===== src/include/rsi_pkg.sv =====
// ============================================================
// Functional notes
// - supply collapse is handled as power-on reset
// - interrupt wake with global enable loads vector
// - interrupt wake-up sets its source flag bits
// - comparator wake sets peripheral flag bit six
// - other wake sources leave bit six alone
// - brown-out reset clears power-control bit zero
// - resets other than brown-out and power-on preserve power-control bit zero
// - unimplemented bits always read as zero
package rsi_pkg;
    // ============================================================
    // reset and wake causes, one-hot
    typedef enum logic [6:0] {
        RSI_POR       = 7'h01,
        RSI_BOR       = 7'h02,
        RSI_DOG_RST   = 7'h04,
        RSI_PIN_RUN   = 7'h08,
        RSI_PIN_SLEEP = 7'h10,
        RSI_WAKE_DOG  = 7'h20,
        RSI_WAKE_IRQ  = 7'h40
    } rsi_cause_type;

    // ============================================================
    // register indices; byte address is four times the index
    localparam logic [7:0] IDX_INDIR  = 8'h00;
    localparam logic [7:0] IDX_TMR    = 8'h01;
    localparam logic [7:0] IDX_PCLO   = 8'h02;
    localparam logic [7:0] IDX_STAT   = 8'h03;
    localparam logic [7:0] IDX_PTR    = 8'h04;
    localparam logic [7:0] IDX_PA     = 8'h05;
    localparam logic [7:0] IDX_PB     = 8'h06;
    localparam logic [7:0] IDX_PCHI   = 8'h0a;
    localparam logic [7:0] IDX_ICTL   = 8'h0b;
    localparam logic [7:0] IDX_PFLG   = 8'h0c;
    localparam logic [7:0] IDX_CMP    = 8'h1f;
    localparam logic [7:0] IDX_OPT    = 8'h81;
    localparam logic [7:0] IDX_DIRA   = 8'h85;
    localparam logic [7:0] IDX_DIRB   = 8'h86;
    localparam logic [7:0] IDX_PEN    = 8'h8c;
    localparam logic [7:0] IDX_PWR    = 8'h8e;
    localparam logic [7:0] IDX_VREF   = 8'h9f;
    localparam logic [7:0] IDX_CAUSE  = 8'he0;
    localparam logic [7:0] IDX_WACC   = 8'he1;

    // ============================================================
    // storage slots
    localparam int NSLOT     = 17;
    localparam int SL_PCLO   = 1;
    localparam int SL_STAT   = 2;
    localparam int SL_ICTL   = 7;
    localparam int SL_PFLG   = 8;
    localparam int SL_PWR    = 14;
    localparam logic [7:0] SLOT_IDX [NSLOT] = '{IDX_TMR, IDX_PCLO, IDX_STAT, IDX_PTR,
        IDX_PA, IDX_PB, IDX_PCHI, IDX_ICTL, IDX_PFLG, IDX_CMP, IDX_OPT, IDX_DIRA,
        IDX_DIRB, IDX_PEN, IDX_PWR, IDX_VREF, IDX_WACC};
    // implemented bits; everything else stores and reads zero
    localparam logic [7:0] IMPL_MASK [NSLOT] = '{8'hff, 8'hff, 8'hff, 8'hff, 8'h1f,
        8'hff, 8'h1f, 8'hff, 8'h40, 8'h3f, 8'hff, 8'h1f, 8'hff, 8'h40, 8'h03, 8'hef, 8'hff};
    // software-writable bits; time-out and power-down status are hardware only
    localparam logic [7:0] WR_MASK [NSLOT] = '{8'hff, 8'hff, 8'he7, 8'hff, 8'h1f,
        8'hff, 8'h1f, 8'hff, 8'h40, 8'h3f, 8'hff, 8'h1f, 8'hff, 8'h40, 8'h03, 8'hef, 8'hff};
    // power-on values, unknown bits defined as zero
    localparam logic [7:0] POR_VAL [NSLOT] = '{8'h00, 8'h00, 8'h18, 8'h00, 8'h00,
        8'h00, 8'h00, 8'h00, 8'h00, 8'h00, 8'hff, 8'h1f, 8'hff, 8'h00, 8'h00, 8'h00, 8'h00};
    // bits kept across other resets, and the value of the rest
    localparam logic [7:0] KEEP_MASK [NSLOT] = '{8'hff, 8'h00, 8'h1f, 8'hff, 8'h1f,
        8'hff, 8'h00, 8'h01, 8'h00, 8'h00, 8'h00, 8'h00, 8'h00, 8'h00, 8'h03, 8'h00, 8'hff};
    localparam logic [7:0] HARD_VAL [NSLOT] = POR_VAL;

    // ============================================================
    // fields
    localparam int         GEN_BIT   = 7;
    localparam int         TO_BIT    = 4;
    localparam int         PD_BIT    = 3;
    localparam int         CMPF_BIT  = 6;
    localparam int         BORF_BIT  = 0;
    localparam logic [7:0] IRQ_VEC   = 8'h04;
endpackage


===== src/logic/rsi_top.sv =====
module rsi_top (
    input  wire logic        clk_i,        // core clock, 40 MHz
    input  wire logic        rst_i,        // synchronous reset, treated as power-on
    input  wire logic        wb_cyc_i,     // bus cycle
    input  wire logic        wb_stb_i,     // bus strobe
    input  wire logic        wb_we_i,      // write enable
    input  wire logic [9:0]  wb_adr_i,     // byte address
    input  wire logic [3:0]  wb_sel_i,     // byte lanes, only lane 0 used
    input  wire logic [31:0] wb_dat_i,     // write data
    output logic      [31:0] wb_dat_o,     // read data
    output logic             wb_ack_o,     // bus acknowledge
    input  wire logic        por_evt_i,    // supply collapse pulse
    input  wire logic        bor_evt_i,    // brown-out reset pulse
    input  wire logic        wdt_evt_i,    // watchdog time-out pulse
    input  wire logic        pin_evt_i,    // external reset pin pulse
    input  wire logic        sleep_i,      // core is in sleep
    input  wire logic        wake_irq_i,   // interrupt wake pulse
    input  wire logic [3:0]  irq_src_i,    // port change, pin, timer, comparator
    output logic      [7:0]  pc_low_o,     // program counter low byte
    output logic      [6:0]  cause_o       // last cause, one-hot
);
    // ============================================================
    // cause decode, priority power-on > brown-out > watchdog > pin > wake
    function automatic logic idx_hit(input logic [7:0] a, input logic [7:0] idx);
        idx_hit = (a == idx);
    endfunction

    wire logic ev_por   = por_evt_i;
    wire logic ev_bor   = bor_evt_i & ~ev_por;
    wire logic hi_wdt   = ~ev_por & ~bor_evt_i;
    wire logic ev_wrst  = wdt_evt_i & ~sleep_i & hi_wdt;
    wire logic ev_wwake = wdt_evt_i & sleep_i & hi_wdt;
    wire logic hi_pin   = hi_wdt & ~wdt_evt_i;
    wire logic ev_prun  = pin_evt_i & ~sleep_i & hi_pin;
    wire logic ev_pslp  = pin_evt_i & sleep_i & hi_pin;
    wire logic ev_iwake = wake_irq_i & sleep_i & hi_pin & ~pin_evt_i;
    wire logic ev_hard  = ev_bor | ev_wrst | ev_prun | ev_pslp;
    wire logic ev_wake  = ev_wwake | ev_iwake;
    wire logic ev_any   = ev_por | ev_hard | ev_wake;
    wire logic [6:0] ev_vec = {ev_iwake, ev_wwake, ev_pslp, ev_prun, ev_wrst, ev_bor, ev_por};

    // ============================================================
    // bus decode; a write lands at the edge where the master sees ack
    wire logic [7:0] bus_idx = wb_adr_i[9:2];
    wire logic       bus_req = wb_cyc_i & wb_stb_i;
    wire logic       bus_wr  = bus_req & wb_we_i & wb_ack_o & wb_sel_i[0];
    wire logic [7:0] wdat    = wb_dat_i[7:0];

    logic [7:0] regs_r   [rsi_pkg::NSLOT];
    logic [7:0] regs_nxt [rsi_pkg::NSLOT];
    logic [7:0] base     [rsi_pkg::NSLOT];
    logic [7:0] rd_chain [rsi_pkg::NSLOT+1];
    rsi_pkg::rsi_cause_type cause_r;

    wire logic gen_en = regs_r[rsi_pkg::SL_ICTL][rsi_pkg::GEN_BIT];

    // ============================================================
    // values that depend on the cause
    wire logic [7:0] pc_b   = base[rsi_pkg::SL_PCLO];
    wire logic [7:0] stat_b = base[rsi_pkg::SL_STAT];
    wire logic [7:0] ictl_b = base[rsi_pkg::SL_ICTL];
    wire logic [7:0] pflg_b = base[rsi_pkg::SL_PFLG];
    wire logic [7:0] pwr_b  = base[rsi_pkg::SL_PWR];

    wire logic [7:0] pc_wake = (ev_iwake & gen_en) ? rsi_pkg::IRQ_VEC
                                                   : 8'(pc_b + 8'h01);
    wire logic to_hard = ev_pslp ? 1'b1 : ev_wrst ? 1'b0 : stat_b[rsi_pkg::TO_BIT];
    wire logic pd_hard = ev_pslp ? 1'b0 : stat_b[rsi_pkg::PD_BIT];
    wire logic [7:0] stat_hard = {3'b000, to_hard, pd_hard, stat_b[2:0]};
    wire logic [7:0] stat_wake = {stat_b[7:5], ev_iwake, 1'b0, stat_b[2:0]};
    wire logic [7:0] ictl_wake = ev_iwake ? (ictl_b | {5'h00, irq_src_i[2:0]})
                                          : ictl_b;
    wire logic cmp_set = ev_iwake & irq_src_i[3];
    wire logic [7:0] pflg_wake = cmp_set ? (pflg_b | 8'h40) : pflg_b;
    wire logic [7:0] pwr_hard = {pwr_b[7:1], pwr_b[rsi_pkg::BORF_BIT] & ~ev_bor};

    // ============================================================
    // per-slot next value; hardware events act on the value after a same-cycle write, which power-on discards and other resets keep only in their kept bits
    genvar s;
    generate
        for (s = 0; s < rsi_pkg::NSLOT; s++) begin : g_slot
            wire logic [7:0] wm  = rsi_pkg::WR_MASK[s];
            wire logic       hit = bus_wr & idx_hit(bus_idx, rsi_pkg::SLOT_IDX[s]);
            wire logic [7:0] gen_hard = (base[s] & rsi_pkg::KEEP_MASK[s])
                                      | rsi_pkg::HARD_VAL[s];
            wire logic [7:0] sp_hard;
            wire logic [7:0] sp_wake;
            assign base[s] = hit ? ((regs_r[s] & ~wm) | (wdat & wm)) : regs_r[s];
            if (s == rsi_pkg::SL_STAT) begin : g_st
                assign sp_hard = stat_hard;
                assign sp_wake = stat_wake;
            end else if (s == rsi_pkg::SL_PCLO) begin : g_pc
                assign sp_hard = 8'h00;
                assign sp_wake = pc_wake;
            end else if (s == rsi_pkg::SL_ICTL) begin : g_ic
                assign sp_hard = gen_hard;
                assign sp_wake = ictl_wake;
            end else if (s == rsi_pkg::SL_PFLG) begin : g_pf
                assign sp_hard = gen_hard;
                assign sp_wake = pflg_wake;
            end else if (s == rsi_pkg::SL_PWR) begin : g_pw
                assign sp_hard = pwr_hard;
                assign sp_wake = base[s];
            end else begin : g_gen
                assign sp_hard = gen_hard;
                assign sp_wake = base[s];
            end
            assign regs_nxt[s] = (ev_por ? rsi_pkg::POR_VAL[s]
                                : ev_hard ? sp_hard
                                : ev_wake ? sp_wake
                                : base[s]) & rsi_pkg::IMPL_MASK[s];
            assign rd_chain[s+1] = rd_chain[s]
                                 | (idx_hit(bus_idx, rsi_pkg::SLOT_IDX[s]) ? regs_r[s] : 8'h00);
            always_ff @(posedge clk_i) begin
                if (rst_i) begin
                    regs_r[s] <= rsi_pkg::POR_VAL[s];
                end else begin
                    regs_r[s] <= regs_nxt[s];
                end
            end
        end
    endgenerate

    // ============================================================
    // read path; unmapped indices and the indirect port read zero
    assign rd_chain[0] = 8'h00;
    wire logic [7:0] rd_data = idx_hit(bus_idx, rsi_pkg::IDX_CAUSE) ? {1'b0, cause_r}
                                                                     : rd_chain[rsi_pkg::NSLOT];
    wire logic        ack_nxt = bus_req & ~wb_ack_o;
    wire logic [31:0] dat_nxt = ack_nxt ? {24'h000000, rd_data} : wb_dat_o;

    always_ff @(posedge clk_i) begin
        if (rst_i) begin
            wb_ack_o <= 1'b0;
            wb_dat_o <= 32'h00000000;
            cause_r  <= rsi_pkg::RSI_POR;
        end else begin
            wb_ack_o <= ack_nxt;
            wb_dat_o <= dat_nxt;
            if (ev_any) begin
                cause_r <= rsi_pkg::rsi_cause_type'(ev_vec);
            end
        end
    end

    // pc_low_o mirrors the counter register so it sits straight on a flip-flop
    always_ff @(posedge clk_i) begin
        if (rst_i) begin
            pc_low_o <= 8'h00;
            cause_o  <= 7'h01;
        end else begin
            pc_low_o <= regs_nxt[rsi_pkg::SL_PCLO];
            cause_o  <= ev_any ? ev_vec : cause_o;
        end
    end
endmodule

===== config.mk =====
export PLATFORM = sky130hd
export DESIGN_NAME = rsi_top
export DESIGN_NICKNAME = d
export VERILOG_FILES = /design/src/include/rsi_pkg.sv /design/src/logic/rsi_top.sv
export SDC_FILE = /design/constraint.sdc
export NUM_CORES = 1
export LEC_CHECK = 0
export ABC_AREA = 1
export BUFFER_PORTS_ARGS = -buffer_cell sky130_fd_sc_hd__buf_2
export CAP_MARGIN = 15
export CORE_ASPECT_RATIO = 1.4
export CORE_MARGIN = 10
export CORE_UTILIZATION = 56
export DETAILED_ROUTE_END_ITERATION = 7
export PLACE_DENSITY = 0.77
export SYNTH_ARGS = -nofsm -noshare
export SYNTH_HDL_FRONTEND = slang
export SYNTH_SLANG_ARGS = --single-unit

===== constraint.sdc =====
create_clock -name clk_i -period 2 [get_ports clk_i]
set_input_delay 0.1 -clock clk_i [delete_from_list [all_inputs] [get_ports clk_i]]
set_output_delay 0.1 -clock clk_i [all_outputs]
set_load 0.03 [all_outputs]

==> summary.txt <==
Clocking
  • CTS Buf Count: 17
  • Clk sinks: 120
  • Post-CTS Setup Inserts: 0
  • Max Root-Sink Buffers: 2
  • Clk root buf: clkbuf_16
  • Htree depth: 4
  • Worst skew pair latency: 0.42 ns
  • Clk slew on worst S/H paths: ~0.05 ns
  • CTS tree: yes

Final layout
  • NumNets Final: a little under 1000
  • N_diodes: 0
  • Fillers: 905
  • Area of the multi-input gates: just over 3000 um2
  • Area Growth Syn to Fin: 17.6%
  • Layout cell share with drive strength beyond 1: between 10% and 20%
  • Register area: about 2400 um2

Critical path
  • R2R setup slack: approximately 0.18 ns
  • Crit. Startpoint: wb_ack_o
  • Critical path fanouts, max: 10
  • Worst Setup EP: regs_r[1][2]
  • Crit-path max cell delay: between 0.3 and 0.4 ns
  • Arrival time of the worst setup path: 2.13 ns
  • Critical path depth: 10
  • CP Launch Type: flop
  • CP Buf/Inv Count: 2
  • Worst Reg-to-Reg Cells: 10
  • Critical-path top delay cell: dfxtp_1
  • RR Startpoint: wb_ack_o
  • Reg2reg end: regs_r[1][2]
  • Critical path class: flop to flop
  • Crit path cell chain: nand3_1 -> nor2_4 -> nand3_4 -> o21ai_2 -> inv_1 -> ha_1 -> nand2_1 -> o21ai_0 -> o21ai_0 -> inv_1
  • CP required: 2.31 ns
  • Setup crit end kind: flop
  • CP delay by family, top: simple AND/OR/NAND/NOR gates

Floorplanning
  • Die Wd: ~110 um
  • Die Ht: ~140 um
  • Die area: approximately 15000 um2
  • Row count: 44
  • Initial Util: a little under three fifths
  • CORE AREA: between 10000 and 15000 um2
  • Io pins: ~110

Run status
  • Status: complete, no violations

STA
  • # setup viols final: 0
  • Pins over their slew limit: 0
  • Fin worst setup slack: around 0.18 ns
  • Rel. slew slack: ~64%
  • Fin. Hold Viols: 0
  • Post-layout min period: between 1.5 and 2 ns
  • RSZ-0062 raised after global routing: no
  • Worst-Margin Slew: approximately 0.54 ns
  • Setup TNS: 0 ns
  • Clock skew: around 0.0064 ns
  • Tcrit/Tclk final: about nine tenths
  • Hold Slack: just over 0.03 ns
  • F_max: 0.551 GHz

Placed design
  • Pre-CTS WS: between 0.1 and 0.15 ns
  • HPWL after detailed placement: 12800 um
  • GPL Wtd Cong: 0.891
  • IO buf count: 55

Logic synthesis
  • Mean area per synthesized cell: roughly 7 um2
  • Register bit total from synthesis: 120
  • Post-synth EDFFs: 0
  • Top cell type's share of synthesized area: 40.5%
  • Synth area leaders: dfxtp_1 (40%), nand2_1 (15%), a21oi_1 (5.6%), nor2_1 (5.5%), o21ai_0 (5.1%)
  • Cell Area, Synth: 5930 um2
  • Register area share after synthesis: 40.5%
  • Commonest cells post-synth: nand2_1 (232), dfxtp_1 (120), nor2_1 (87)
  • Warnings from Yosys: 0
  • Unique masters post-synth: 35
  • Count leader, synth: nand2_1
  • Cells after Synth: 852
  • Asr flop ratio synth: 0%
  • Top_reg_cell synth: dfxtp_1
  • Synth area leader: dfxtp_1

Global routing
  • Vias in the first global route: about 5300
  • GRT Util Overall: 23.0%
  • First-pass GRT wire length: 27600 um
  • Initial antenna violation count: 0
  • Largest net degree at the start of global routing: 43
  • GRT overflow: 0

Routing
  • Final wirelength: roughly 18000 um
  • Vias per inst: around 5.4
  • DRT iter0 DRCs: between 400 and 500
  • Post-route ant nets: 0
  • Via count: 5794
  • DR WL/cell: 16.4 um
  • First-pass DRT Iterations: 6
  • Drt drc: 0

Pwr
  • Power per cell area: between 800 and 900 nW/um2
  • Leak: 0.00319 uW
  • Max IR drop VDD: about 0.57 mV

Min path
  • Hold WC Path Type: input pin to flop

Run
  • Max Cap Viol: 0
==> worst min path at each step <==
stage | startpoint | end | slack, ns | cells past startpoint
CTS | wdt_evt_i | cause_r[5] | 0.02 | 3
floorplan | rst_i | wb_dat_o[0] | 0.25 | 3
detailed placement | wb_dat_i[5] | regs_r[16][5] | 0.41 | 3
finish | wdt_evt_i | cause_r[5] | 0.03 | 3
global route | wb_dat_i[0] | regs_r[16][0] | 0.05 | 3
global placement | irq_src_i[1] | regs_r[7][1] | 0.41 | 5
==> registers in the layout (all words and copies together), names as in the netlist <==
register / flops
wb_dat_o: 8
regs_r: 104
wb_ack_o: 1
cause_r: 7
==> area by class of cell <==
type,instances,area share [%]
clock inverter,9,1.43
multi-input combinational,626,43.2
sequential,120,34.4
inverter,81,4.36
timing repair buffer,82,7.35
clock buffer,21,6.74
tap,138,2.47
==> through the flow <==
step / utilization (%) / instance area, um2 / power, uW / instances
final: 67.4 / 6980 / 5790 / 1077
after global routing: 67.4 / 6980 / 5920 / 1077
after CTS: 67.4 / 6980 / 5800 / 1077
after detailed placement: 61.0 / 6320 / 2850 / 1038
after global placement: 61.0 / 6320 / 2840 / 1038
after floorplan: - / 6020 / 2740 / 875
==> where the power goes <==
group          switching [uW]  internal [uW]  total [uW]
Combinational             302           99.6         401
Sequential               8.79           2410        2420
Clock                    1070           1900        2970
Total                    1380           4410        5790
==> layer usage <==
layer	vias up	wire [um]	track usage [%]
met3	41	1100	5.12
met2	212	8750	38.3
met4	0	737	12.4
li1	2892	-	-
met1	2649	7120	26.7
met5	-	0	0
==> logic make-up (layout without fill, tap and decap cells) <==
family / count (synthesis) / count (layout) / synth area share, %
compound gates: 171 / 171 / 16.2
fa+ha+maj: 1 / 1 / 0.211
buf+inv: 129 / 193 / 10.2
flops: 120 / 120 / 40.5
other cells: 1 / 24 / 0.0632
simple gates: 430 / 430 / 32.8
==> worst reg2reg max path, stage by stage (launching register included) <==
cell and delay, ns:
dfxtp_1 0.34, nand3_1 0.12, nor2_4 0.17, nand3_4 0.16, o21ai_2 0.22, inv_1 0.10, ha_1 0.19, nand2_1 0.10
o21ai_0 0.09, o21ai_0 0.16, inv_1 0.06
==> repair_timing <==
item	in CTS	in global routing
endpoints found under the hold margin	10	0
gates resized for setup	0	0
hold buffers	9	0
==> cells in the final DEF, fill, tap and decap left out, types with 3 or more instances in the layout <==
master and count:
a211oi_1 14, a21oi_1 66, a31oi_1 3, buf_2 55
buf_4 17, clkbuf_16 17, clkbuf_8 3, clkinv_1 4
clkinv_2 5, conb_1 24, dfxtp_1 120, dlygate4sd3_1 9
inv_1 72, inv_2 5, nand2_1 232, nand2_2 8
nand3_1 57, nand3_2 3, nand4_1 9, nor2_1 87
nor2_2 7, nor2_4 15, nor3_1 4, o211ai_1 24
o21ai_0 60
Note: power is estimated with default switching activity, not from simulation.
